[src/verilog/sbt_defs.svh]
`ifndef SBT_DEFS_SVH
`define SBT_DEFS_SVH

// Register byte addresses on the APB bus.
`define SBT_ADDR_CTRL        8'h00
`define SBT_ADDR_SRC         8'h04
`define SBT_ADDR_COUNT       8'h08
`define SBT_ADDR_ORDER       8'h0c
`define SBT_ADDR_PORT_MODE   8'h10
`define SBT_ADDR_START_CODE  8'h14
`define SBT_ADDR_END_CODE    8'h18
`define SBT_ADDR_STATUS      8'h1c
`define SBT_ADDR_MSB         7

// Control register bits.
`define SBT_CTRL_GO          0
`define SBT_CTRL_COND        1
`define SBT_CTRL_INDIRECT    2

// Status register bits.
`define SBT_STAT_ENABLE      0
`define SBT_STAT_ERROR       1
`define SBT_STAT_BUSY        2

// Field layout of the port mode and code configuration words.
`define SBT_MODE_MSB         11
`define SBT_MODE_LSB         8
`define SBT_MODE_ASCII_IO    4'h2
`define SBT_CODE_FLAG_MSB    15
`define SBT_CODE_FLAG_LSB    8
`define SBT_CODE_ON          8'h01

// Operand limits and encodings.
`define SBT_ORDER_UPPER      16'h0000
`define SBT_ORDER_LOWER      16'h0001
`define SBT_COUNT_MAX        14'd200
`define SBT_MEM_WORDS        14'd2048
`define SBT_AREA_MSB         15
`define SBT_AREA_LSB         11
`define SBT_WORD_ZERO        16'h0000
`define SBT_BYTE_ZERO        8'h00
`define SBT_ONE8             8'd1
`define SBT_ONE16            16'd1

`endif

[src/verilog/sbt_pkg.sv]
package sbt_pkg;

  // Transfer sequencer states.
  typedef enum logic [2:0] {
    SBT_IDLE  = 3'b000,
    SBT_START = 3'b001,
    SBT_FETCH = 3'b010,
    SBT_LOAD  = 3'b011,
    SBT_FIRST = 3'b100,
    SBT_SECND = 3'b101,
    SBT_END   = 3'b110,
    SBT_DRAIN = 3'b111
  } sbt_state_t;

  // Instruction operands as latched from software.
  typedef struct packed {
    logic        indirect;
    logic [15:0] src;
    logic [15:0] count;
    logic [15:0] order;
  } sbt_instr_t;

  // Status word seen by software.
  typedef struct packed {
    logic busy;
    logic error;
    logic enable;
  } sbt_status_t;

endpackage

[src/verilog/sbt_top.sv]
`timescale 1ns/1ps
`include "sbt_defs.svh"

module sbt_top (
  input  wire logic        pclk,        // System clock, 200 MHz.
  input  wire logic        presetn,     // Asynchronous reset, active low.
  input  wire logic        psel,        // APB select.
  input  wire logic        penable,     // APB enable.
  input  wire logic        pwrite,      // APB direction.
  input  wire logic [7:0]  paddr,       // APB byte address.
  input  wire logic [31:0] pwdata,      // APB write data.
  output logic      [31:0] prdata,      // APB read data.
  output logic             pready,      // APB ready.
  output logic             pslverr,     // APB error on unmapped address.
  output logic             mem_rd,      // Data memory read strobe.
  output logic      [15:0] mem_addr,    // Data memory word address.
  input  wire logic [15:0] mem_rdata,   // Data memory word, one cycle after the strobe.
  input  wire logic        msg_busy,    // Message output holds the shared buffer.
  output logic             tx_valid,    // Byte waiting for the serialiser.
  output logic      [7:0]  tx_data,     // Byte to serialise.
  input  wire logic        tx_ready,    // Serialiser takes the byte.
  output logic             rx_accept,   // Reception allowed.
  output logic             rx_flush     // Pulse that empties the reception buffer.
);
  import sbt_pkg::*;

  sbt_state_t  state;
  sbt_instr_t  instr;
  sbt_status_t status;
  logic [15:0] port_mode_config;
  logic [15:0] start_code_config;
  logic [15:0] end_code_config;
  logic        error_flag;
  logic [15:0] word_addr;
  logic [15:0] word_data;
  logic [7:0]  bytes_left;
  logic [7:0]  buf_data [0:1];
  logic        buf_wptr;
  logic        buf_rptr;
  logic [1:0]  buf_count;
  logic        buf_in_valid;
  logic        buf_in_ready;
  logic [7:0]  buf_in_data;
  logic        wr_en;
  logic        go;
  logic        use_indirect;
  logic        mode_ok;
  logic        comm_enable_flag;
  logic        shared_busy;
  logic        bad_order;
  logic        bad_count;
  logic        bad_ptr;
  logic        bad_area;
  logic        fault;
  logic [13:0] count_bin;
  logic [13:0] ptr_bin;
  logic [15:0] first_word;
  logic [15:0] last_word;
  logic        upper_first;

  // Converts four BCD digits to binary.
  function automatic logic [13:0] bcd_to_bin(input logic [15:0] v);
    logic [13:0] r;
    r = 14'(v[15:12]) * 14'd1000 + 14'(v[11:8]) * 14'd100 + 14'(v[7:4]) * 14'd10 + 14'(v[3:0]);
    return r;
  endfunction

  // True when any nibble is above nine.
  function automatic logic not_bcd(input logic [15:0] v);
    logic r;
    r = (v[15:12] > 4'h9) || (v[11:8] > 4'h9) || (v[7:4] > 4'h9) || (v[3:0] > 4'h9);
    return r;
  endfunction

  // The APB slave answers at once; writes land on the access edge.
  assign wr_en  = psel && penable && pwrite;
  assign pready = 1'b1;
  assign go     = wr_en && (paddr == `SBT_ADDR_CTRL) && pwdata[`SBT_CTRL_GO];

  // Unmapped addresses answer with an error and read as zero.
  assign pslverr = psel && penable && (paddr > `SBT_ADDR_STATUS || paddr[1:0] != 2'b00);

  // The shared transmit buffer counts as in use while any byte of a block or message is pending.
  assign shared_busy      = msg_busy || (state != SBT_IDLE) || (buf_count != 2'd0);
  assign mode_ok          = (port_mode_config[`SBT_MODE_MSB:`SBT_MODE_LSB] == `SBT_MODE_ASCII_IO);
  assign comm_enable_flag = mode_ok && !shared_busy;
  assign rx_accept        = !(mode_ok && state != SBT_IDLE);

  // Operand checks on the values that the start request sees.
  assign count_bin  = bcd_to_bin(instr.count);
  assign ptr_bin    = bcd_to_bin(instr.src);
  assign bad_order  = (instr.order != `SBT_ORDER_UPPER) && (instr.order != `SBT_ORDER_LOWER);
  assign bad_count  = not_bcd(instr.count) || (count_bin > `SBT_COUNT_MAX);
  // The firing write carries the addressing mode, so the checks must see it in that same cycle.
  assign use_indirect = go ? pwdata[`SBT_CTRL_INDIRECT] : instr.indirect;
  assign bad_ptr    = use_indirect && (not_bcd(instr.src) || ptr_bin >= `SBT_MEM_WORDS);
  assign first_word = use_indirect ? {2'b00, ptr_bin} : instr.src;
  assign last_word  = first_word + 16'(((count_bin + 14'd1) >> 1)) - ((count_bin == 14'd0) ? 16'd0 : `SBT_ONE16);
  assign bad_area   = first_word[`SBT_AREA_MSB:`SBT_AREA_LSB] != last_word[`SBT_AREA_MSB:`SBT_AREA_LSB];
  assign fault      = bad_order || bad_count || bad_ptr || bad_area || !mode_ok || shared_busy;
  assign upper_first = (instr.order == `SBT_ORDER_UPPER);

  // Configuration words written by software.
  always_ff @(posedge pclk or negedge presetn)
  begin
    if (!presetn)
    begin
      port_mode_config  <= `SBT_WORD_ZERO;
      start_code_config <= `SBT_WORD_ZERO;
      end_code_config   <= `SBT_WORD_ZERO;
    end
    else if (wr_en)
    begin
      if (paddr == `SBT_ADDR_PORT_MODE)
        port_mode_config <= pwdata[15:0];
      if (paddr == `SBT_ADDR_START_CODE)
        start_code_config <= pwdata[15:0];
      if (paddr == `SBT_ADDR_END_CODE)
        end_code_config <= pwdata[15:0];
    end
  end

  // Instruction operands; held while a transfer runs so the checks stay stable.
  always_ff @(posedge pclk or negedge presetn)
  begin
    if (!presetn)
      instr <= '0;
    else if (wr_en && state == SBT_IDLE)
    begin
      if (paddr == `SBT_ADDR_SRC)
        instr.src <= pwdata[15:0];
      if (paddr == `SBT_ADDR_COUNT)
        instr.count <= pwdata[15:0];
      if (paddr == `SBT_ADDR_ORDER)
        instr.order <= pwdata[15:0];
      if (paddr == `SBT_ADDR_CTRL)
        instr.indirect <= pwdata[`SBT_CTRL_INDIRECT];
    end
  end

  // Sticky error flag; a new error wins over a clear written in the same cycle.
  always_ff @(posedge pclk or negedge presetn)
  begin
    if (!presetn)
      error_flag <= 1'b0;
    else if (go && pwdata[`SBT_CTRL_COND] && fault)
      error_flag <= 1'b1;
    else if (wr_en && paddr == `SBT_ADDR_STATUS && pwdata[`SBT_STAT_ERROR])
      error_flag <= 1'b0;
  end

  // Transfer sequencer: start code, data bytes, end code, then drain.
  always_ff @(posedge pclk or negedge presetn)
  begin
    if (!presetn)
    begin
      state      <= SBT_IDLE;
      word_addr  <= `SBT_WORD_ZERO;
      word_data  <= `SBT_WORD_ZERO;
      bytes_left <= `SBT_BYTE_ZERO;
    end
    else
    begin
      unique case (state)
        SBT_IDLE:
        begin
          // A disabled flag or a failed check leaves the port silent.
          if (go && pwdata[`SBT_CTRL_COND] && comm_enable_flag && !fault)
          begin
            word_addr  <= first_word;
            bytes_left <= count_bin[7:0];
            state      <= SBT_START;
          end
        end
        SBT_START:
        begin
          if (start_code_config[`SBT_CODE_FLAG_MSB:`SBT_CODE_FLAG_LSB] != `SBT_CODE_ON || buf_in_ready)
            state <= (bytes_left == `SBT_BYTE_ZERO) ? SBT_END : SBT_FETCH;
        end
        SBT_FETCH:
          state <= SBT_LOAD;
        SBT_LOAD:
        begin
          word_data <= mem_rdata;
          word_addr <= word_addr + `SBT_ONE16;
          state     <= SBT_FIRST;
        end
        SBT_FIRST:
        begin
          if (buf_in_ready)
          begin
            bytes_left <= bytes_left - `SBT_ONE8;
            state      <= (bytes_left == `SBT_ONE8) ? SBT_END : SBT_SECND;
          end
        end
        SBT_SECND:
        begin
          if (buf_in_ready)
          begin
            bytes_left <= bytes_left - `SBT_ONE8;
            state      <= (bytes_left == `SBT_ONE8) ? SBT_END : SBT_FETCH;
          end
        end
        SBT_END:
        begin
          if (end_code_config[`SBT_CODE_FLAG_MSB:`SBT_CODE_FLAG_LSB] != `SBT_CODE_ON || buf_in_ready)
            state <= SBT_DRAIN;
        end
        SBT_DRAIN:
          if (buf_count == 2'd0)
            state <= SBT_IDLE;
      endcase
    end
  end

  // Byte offered to the buffer in each state, strictly start, data, end.
  always_comb
  begin
    buf_in_valid = 1'b0;
    buf_in_data  = `SBT_BYTE_ZERO;
    unique case (state)
      SBT_START:
      begin
        buf_in_valid = (start_code_config[`SBT_CODE_FLAG_MSB:`SBT_CODE_FLAG_LSB] == `SBT_CODE_ON);
        buf_in_data  = start_code_config[7:0];
      end
      SBT_FIRST:
      begin
        buf_in_valid = 1'b1;
        buf_in_data  = upper_first ? word_data[15:8] : word_data[7:0];
      end
      SBT_SECND:
      begin
        buf_in_valid = 1'b1;
        buf_in_data  = upper_first ? word_data[7:0] : word_data[15:8];
      end
      SBT_END:
      begin
        buf_in_valid = (end_code_config[`SBT_CODE_FLAG_MSB:`SBT_CODE_FLAG_LSB] == `SBT_CODE_ON);
        buf_in_data  = end_code_config[7:0];
      end
      default:
      begin
        buf_in_valid = 1'b0;
      end
    endcase
  end

  // Memory read strobe for the next source word.
  assign mem_rd   = (state == SBT_FETCH);
  assign mem_addr = word_addr;

  // Two-entry buffer; a stalled serialiser holds the sequencer back, so no byte is lost.
  assign buf_in_ready = (buf_count != 2'd2);
  assign tx_valid     = (buf_count != 2'd0);
  assign tx_data      = buf_data[buf_rptr];

  always_ff @(posedge pclk or negedge presetn)
  begin
    if (!presetn)
    begin
      buf_data[0] <= `SBT_BYTE_ZERO;
      buf_data[1] <= `SBT_BYTE_ZERO;
      buf_wptr    <= 1'b0;
      buf_rptr    <= 1'b0;
      buf_count   <= 2'd0;
    end
    else
    begin
      if (buf_in_valid && buf_in_ready)
      begin
        buf_data[buf_wptr] <= buf_in_data;
        buf_wptr           <= ~buf_wptr;
      end
      if (tx_valid && tx_ready)
      begin
        buf_rptr <= ~buf_rptr;
      end
      buf_count <= buf_count + 2'(buf_in_valid && buf_in_ready) - 2'(tx_valid && tx_ready);
    end
  end

  // Flush pulse for the reception buffer as the block completes.
  always_ff @(posedge pclk or negedge presetn)
  begin
    if (!presetn)
      rx_flush <= 1'b0;
    else
      rx_flush <= (state == SBT_DRAIN) && (buf_count == 2'd0);
  end

  // Read data is registered so it stands for the whole access phase.
  assign status.enable = comm_enable_flag;
  assign status.error  = error_flag;
  assign status.busy   = (state != SBT_IDLE);

  always_ff @(posedge pclk or negedge presetn)
  begin
    if (!presetn)
    begin
      prdata <= 32'h0000_0000;
    end
    else if (psel && !penable && !pwrite)
    begin
      unique case (paddr)
        `SBT_ADDR_CTRL:       prdata <= {29'h0, instr.indirect, 2'b00};
        `SBT_ADDR_SRC:        prdata <= {16'h0, instr.src};
        `SBT_ADDR_COUNT:      prdata <= {16'h0, instr.count};
        `SBT_ADDR_ORDER:      prdata <= {16'h0, instr.order};
        `SBT_ADDR_PORT_MODE:  prdata <= {16'h0, port_mode_config};
        `SBT_ADDR_START_CODE: prdata <= {16'h0, start_code_config};
        `SBT_ADDR_END_CODE:   prdata <= {16'h0, end_code_config};
        `SBT_ADDR_STATUS:     prdata <= {29'h0, status};
        default:              prdata <= 32'h0000_0000;
      endcase
    end
  end

endmodule

[config.mk]
export PLATFORM = sky130hd
export DESIGN_NAME = sbt_top
export DESIGN_NICKNAME = d
export VERILOG_FILES = /design/src/verilog/sbt_pkg.sv /design/src/verilog/sbt_top.sv
export VERILOG_INCLUDE_DIRS = /design/src /design/src/verilog
export SDC_FILE = /design/constraint.sdc
export NUM_CORES = 1
export LEC_CHECK = 0
export BUFFER_PORTS_ARGS = -buffer_cell sky130_fd_sc_hd__buf_4
export CAP_MARGIN = 20
export CORE_MARGIN = 2
export CORE_UTILIZATION = 50
export DETAILED_ROUTE_END_ITERATION = 10
export PLACE_DENSITY_LB_ADDON = 0.05
export RECOVER_POWER = 25
export REMOVE_ABC_BUFFERS = 1
export SYNTH_ARGS = -nofsm -noshare
export SYNTH_HDL_FRONTEND = slang
export SYNTH_SLANG_ARGS = --single-unit
[constraint.sdc]
create_clock -name pclk -period 13.5 [get_ports pclk]
set_input_delay 0.675 -clock pclk [delete_from_list [all_inputs] [get_ports pclk]]
set_output_delay 0.675 -clock pclk [all_outputs]
set_load 0.01 [all_outputs]
[Yosys cells after proc, flatten, opt, wreduce, memory -nomap -nowiden]
Index checks and enable logic that the tools add are counted.
Operators by class
  multiply operators: 6
  bitwise logic cells: 4
  equality and inequality tests: 30
  $add $sub $neg: 13
  reductions and logical operators: 70
  muxes and demuxes: 31
  $lt $le $gt $ge: 14
Operator list (number)
  $pmux 16 s8: 1
  $mux 8: 8
  $eq 8x5->1 const B: 4
  $gt 4x4->1 const B: 8
  $mux 16: 2
  $pmux 16 s2: 1
  $pmux 8 s4: 1
  $add 14x11->14: 2
  $add 14x4->14: 2
  $add 14x8->14: 2
  $eq 8x1->1 const B: 3
  $mux 3: 8
  $pmux 3 s8: 1
  $logic_and 1x1->1: 22
  $mul 4x7->11 const B: 2
  $logic_or 1x1->1: 18
  $mul 4x5->9 const B: 2
  $add 16x1->16 const B: 1
  $add 16x14->16: 1
  $bwmux 16: 1
  $eq 8x4->1 const B: 2
  $logic_not 16->1: 1
  $logic_not 8->1: 2
  $ne 16x1->1 const B: 1
  38 further kinds: 72
Word-level totals
  output and inout bits: 62
  register bits after elaboration: 194
  bits of input ports: 63

[Depth between registers and ports, before layout]
  depth in word-level cells: 16
  depth in mapped cells: 35
  gate-level depth less buffers: 32

[Worst setup path after synthesis]
No wires, ideal clock.
  path type: register -> register
  start point: reg instr[30] (netlist bit)
  end point: reg bytes_left[6]
  buffers on the path: 3
  setup slack: 5915 ps
  period minus slack after synthesis: 7585 ps
  cell stages (with the launch flop): 33
  arrival time: 7509 ps
  data required time: 13424 ps
  setup time: 76 ps
  cells stage by stage: dfrtp_1 ha_1 fa_1 inv_1 fa_1 inv_1 fa_1 ha_1 ha_1 clkbuf_1 and3_1 a221oi_2 xnor2_1 nand2_1 a21oi_1 o211ai_1 nor2_1 nand2_1 or3_1 ha_1 inv_1 ha_1 clkbuf_1 nand3_1 o311ai_0 nor2_1 nor3b_1 a32oi_1 nand4b_2 nor3_4 buf_6 mux2_1 o21ai_1
Between the ends
  word-level cells in the longest chain between the ends: 15
  elaborated cells on any way between the ends: 27
  classes of those cells: add/sub: 6; mul: 1; order compare: 2; eq/ne: 2; mux: 3; reduce/logical: 13
Ends and longest elaborated chain
  start, declared: line sbt_top.sv:28  | sbt_instr_t instr;
  $mul 4x7->11: line sbt_top.sv:64  | r = 14'(v[15:12]) * 14'd1000 + 14'(v[11:8]) * 14'd100 + 14'(v[7:4]) * 14'd10 + 14'(v[3:0]);
  $add 14x11->14: line sbt_top.sv:64
  $add 14x8->14: line sbt_top.sv:64
  $add 14x4->14: line sbt_top.sv:64
  $add 14x1->15, or another cell as far along: line sbt_top.sv:98  | assign last_word = first_word + 16'(((count_bin + 14'd1) >> 1)) - ((count_bin == 14'd0) ? 16'd0 : `SBT_ONE16);
  $add 16x14->16, or another cell as far along: line sbt_top.sv:98
  $sub 16x1->16 or $logic_or 1x1->1 (tied branches): line sbt_top.sv:98, sbt_top.sv:100
  $ne 5x5->1 or $logic_or 1x1->1 (tied branches): line sbt_top.sv:99, sbt_top.sv:100
  $logic_or 1x1->1 (3 in series): line sbt_top.sv:100  | assign fault = bad_order || bad_count || bad_ptr || bad_area || !mode_ok || shared_busy;
  $logic_not 1->1: line sbt_top.sv:168  | if (go && pwdata[`SBT_CTRL_COND] && comm_enable_flag && !fault)
  $logic_and 1x1->1: line sbt_top.sv:168
  $ne 2x1->1 (no source line)
  $reduce_and 3->1 (no source line)
  end signal, assigned: line sbt_top.sv:160  | bytes_left <= `SBT_BYTE_ZERO;
  end signal, assigned: line sbt_top.sv:171  | bytes_left <= count_bin[7:0];
  end signal, assigned: line sbt_top.sv:192  | bytes_left <= bytes_left - `SBT_ONE8;
  end, declared: line sbt_top.sv:36  | logic [7:0] bytes_left;
Parallel ways exist; a longest one is shown, timed or not. The select of a mux whose other input is x is not followed.
A chain may end at the register's enable or synchronous reset.

[Worst setup path after layout]
  start point: reg instr[30] (netlist bit)
  end point: reg word_addr[10] (netlist: mem_addr[10])
Between the ends
  word-level cells in the longest chain between the ends: 15
  elaborated cells on any way between the ends: 25
  classes of those cells: add/sub: 6; mul: 1; order compare: 2; eq/ne: 2; mux: 1; reduce/logical: 13
Ends and longest elaborated chain
  $mul 4x7->11: line sbt_top.sv:64
  $add 14x11->14: line sbt_top.sv:64
  $add 14x8->14: line sbt_top.sv:64
  $add 14x4->14: line sbt_top.sv:64
  $add 14x1->15, or another cell as far along: line sbt_top.sv:98
  $add 16x14->16, or another cell as far along: line sbt_top.sv:98
  $sub 16x1->16 or $logic_or 1x1->1 (tied branches): line sbt_top.sv:98, sbt_top.sv:100
  $ne 5x5->1 or $logic_or 1x1->1 (tied branches): line sbt_top.sv:99, sbt_top.sv:100
  $logic_or 1x1->1 (*) (3 in series): line sbt_top.sv:100
  $logic_not 1->1 (*): line sbt_top.sv:168
  $logic_and 1x1->1 (*): line sbt_top.sv:168
  $ne 2x1->1 (no source line) (*)
  $reduce_and 2->1 (no source line) (*)
  end signal, assigned: line sbt_top.sv:158  | word_addr <= `SBT_WORD_ZERO;
  end signal, assigned: line sbt_top.sv:170  | word_addr <= first_word;
  end signal, assigned: line sbt_top.sv:185  | word_addr <= word_addr + `SBT_ONE16;
  end, declared: line sbt_top.sv:34  | logic [15:0] word_addr;
Mark *: on every way between the ends. The rest lies on a longest branch, timed or not.

==> flow_summary.yaml <==
outcome:
  status: "complete, but fails checks"
  violations: "capacitance limit, slew limit"
critical_path:
  crit-reg2reg-capture: "mem_addr[10]"
  path_common_cell: "ha_1"
  endpoint_kind: "flip-flop"
  worst-path-max-fanout: 40
  arrival_ps: 9060
  required_ps: 13860
  worst_path_max_delay_cell: "dfrtp_1"
  reg2reg_depth: 30
  cp-start-kind: "flip-flop"
  critical_path_class: "reg2reg"
  reg2reg_slack_ps: 4800
  cpPeakStageDelay_ps: 580
  rr_startpoint: "instr[30]"
clock_tree:
  insertion_delay_ps: 440
  max-clock-path-buffers: 2
  clkTransAtPathRegs_ps: 80
  postCtsSetupRepairBufs: 0
  htree_num_levels: 4
  ctsHoldBuffers: 0
  cts-resized-gates: 0
  root_buffer: "clkbuf_16"
  cts_tree: "built"
  cts_buffers: 17
  clock_sinks: 178
sta:
  fin_crit_ps: 8700
  finalSetupViolCount: 0
  tns_ps: 0
  relSlewSlack_pct: -113
  drv_slew: 110
  rsz0062_at_grt: "no"
  final.period_utilization_pct: 64.5
  hold_viol: 0
  fmax_mhz: 115
  skew_ps: 20.0
  worst-slew-pin-transition_ps: 3190
global_route:
  grt_pass1_vias: 9627
  grt_busiest_layer: "met2"
  antenna_found_initial: 1
  grt_pass1_wl_um: 54200
  grt_usage_pct: 24.8
  grt.overflow.total: 0
  use_met3_pct: 4.58
  grtUsageMet2_pct: 37.6
  grt_util_met1_pct: 36.8
  grt_max_degree: 73
floorplanning:
  start_util_pct: 50.7
  rows: 59
  pin_count: 125
  die_area_mm2: 0.0277
  die_x_um: 166
  die_h_um: 166
  core_mm2: 0.0260
flow_run:
  drv_cap: 2
routing:
  firstDrtPassIters: 8
  finalWirelength_um: 33900
  remaining_drc_errors: 0
  ant_nets: 0
  avgRoutedWirePerCell_um: 19.5
  via_per_inst: 5.77
  drt_iter0_markers: 839
  via_count: 10000
yosys:
  netlist_area_mm2: 0.0132
  synth-edff-count: 0
  yosysWarnings: 0
  syn_area_per_cell_um2: 10.0
  syn_inst: 1317
  ys.flop_type: "dfrtp_1"
  yosysSeqAreaShare_pct: 33.8
  async_flop_share_pct: 100
  ys_types: 77
  ys_seq_elements: 178
pwr:
  p_total_uw: 1700
  vdd_drop_max_uv: 107
  power_density_mw_per_mm2: 116
  leakagePower_uw: 0.00752
hold_path:
  hp-class: "in2reg"
  worstHoldStart: "mem_rdata[13]"
  min_path_cells: 3
  hold_end: "word_data[13]"
final_layout:
  final_layout_size_suffix_gt1_share_pct: 20.2
  nets: 1631
  syn2layout_area_growth_pct: 11.4
placed_design:
  gp_congestion: 0.805
  dp_hpwl_um: 25000
  port_buffers: 91
==> power breakdown <==
group	internal, µW	switching (µW)	leakage [µW]
Clock	257	246	0.000291
Combinational	233	255	0.00488
Sequential	619	95.0	0.00236
==> placed cells by master (no fill, tap or decap), types with 4 or more instances in the layout <==
master / instances
dfrtp_1: 178
ha_1: 144
mux2_2: 131
inv_1: 123
nand2_1: 114
buf_4: 97
nor2_1: 66
a21oi_1: 49
o21ai_0: 44
xnor2_1: 34
fa_1: 34
a222oi_1: 29
nor3_1: 23
nand3_1: 23
xor2_1: 22
a31oi_1: 20
and3_1: 19
a211oi_1: 18
conb_1: 17
clkbuf_16: 17
a22oi_1: 14
nor2b_1: 12
mux2i_1: 12
a21o_1: 10
nand4_1: 10
and2_1: 9
nand2b_1: 8
o211ai_1: 7
nor4_1: 7
o21bai_1: 5
o21a_1: 5
nor2_2: 5
inv_8: 5
clkinv_4: 5
and2_0: 4
or4_1: 4
nor4b_1: 4
nor3b_1: 4
==> synth_stat cells (8+ instances only) <==
master,instances,area share (%)
a22oi_1,14,0.80
mux2_2,131,11
ha_1,144,14
nand2b_1,8,0.38
nor2b_1,13,0.62
o21ai_0,44,1.7
nand3_1,23,0.87
and3_1,19,0.90
nor2_1,71,2.0
a222oi_1,29,2.2
buf_4,19,1.1
dfrtp_1,178,34
nor3_1,23,0.87
xnor2_1,34,2.3
a21o_1,10,0.57
a21oi_1,49,1.9
nand2_1,114,3.2
a211oi_1,18,1.0
xor2_1,22,1.5
inv_1,123,3.5
fa_1,34,5.2
clkbuf_1,34,0.97
and2_1,10,0.48
mux2i_1,13,0.99
nand4_1,10,0.48
a31oi_1,20,0.95
==> flip-flops by register name, summed over array words and instances (netlist names) <==
name	cells
word_data	16
buf_rptr	1
buf_count	2
port_mode_config	16
buf_wptr	1
rx_flush	1
mem_addr	16
start_code_config	16
bytes_left	8
prdata	16
instr	49
error_flag	1
buf_data	16
state	3
end_code_config	16
==> cell families after synthesis <==
kind of cell / synth area share, %
buf+inv: 5.96
flops: 33.8
compound gates: 12.9
other cells: 0.0570
simple gates: 12.4
xor+xnor: 3.72
fa+ha+maj: 18.8
mux: 12.3
==> per-stage QoR <==
stage | hold slack, ps | cells | setup slack (ps) | instance area [µm²] | utilization, %
2_1_floorplan | 379 | 1272 | 5440 | 12900 | -
6_report | 423 | 1739 | 4800 | 14700 | 56.5
4_1_cts | 171 | 1738 | 4830 | 14700 | 56.5
3_5_place_dp | 458 | 1706 | 4860 | 14100 | 54.3
5_1_grt | 417 | 1739 | 4170 | 14700 | 56.5
3_3_place_gp | 453 | 1706 | 5050 | 14100 | 54.3
==> area by class of cell <==
class,count,area (µm²)
Clock inverter,13,134
Timing Repair Buffer,99,736
Fill cell,2311,11300
Clock buffer,19,453
Sequential cell,178,4450
Multi-Input combinational cell,970,8010
Antenna cell,1,2.50
Tap cell,335,419
Inverter,124,465
==> critical path: cells and delay by family, from the launching register on <==
kind	cells	cell delay, ps
and+or+nand+nor	10	2010
xor gates and xnor gates	1	290
adders and majority gates	8	3290
DFF	1	580
buffers and inverters	4	580
AOI/OAI and AO/OA	6	1450
muxes	1	390
==> how the worst max path moves through the flow <==
stage	endpoint	cells past startpoint	from	slack [ps]
after floorplan	mem_addr[10]	29	instr[30]	5440
final	mem_addr[10]	30	instr[30]	4800
after global placement	mem_addr[10]	30	instr[30]	5050
after global routing	mem_addr[10]	32	instr[46]	4170
after CTS	mem_addr[10]	30	instr[30]	4830
after detailed placement	mem_addr[10]	30	instr[30]	4860
==> per-layer routing <==
metal  wire (µm)  vias up
met1       16400     4865
met5           0        -
met4         630        0
li1            -     4832
met3        1980       33
met2       14900      308
Power figures use the tool's default switching activity.
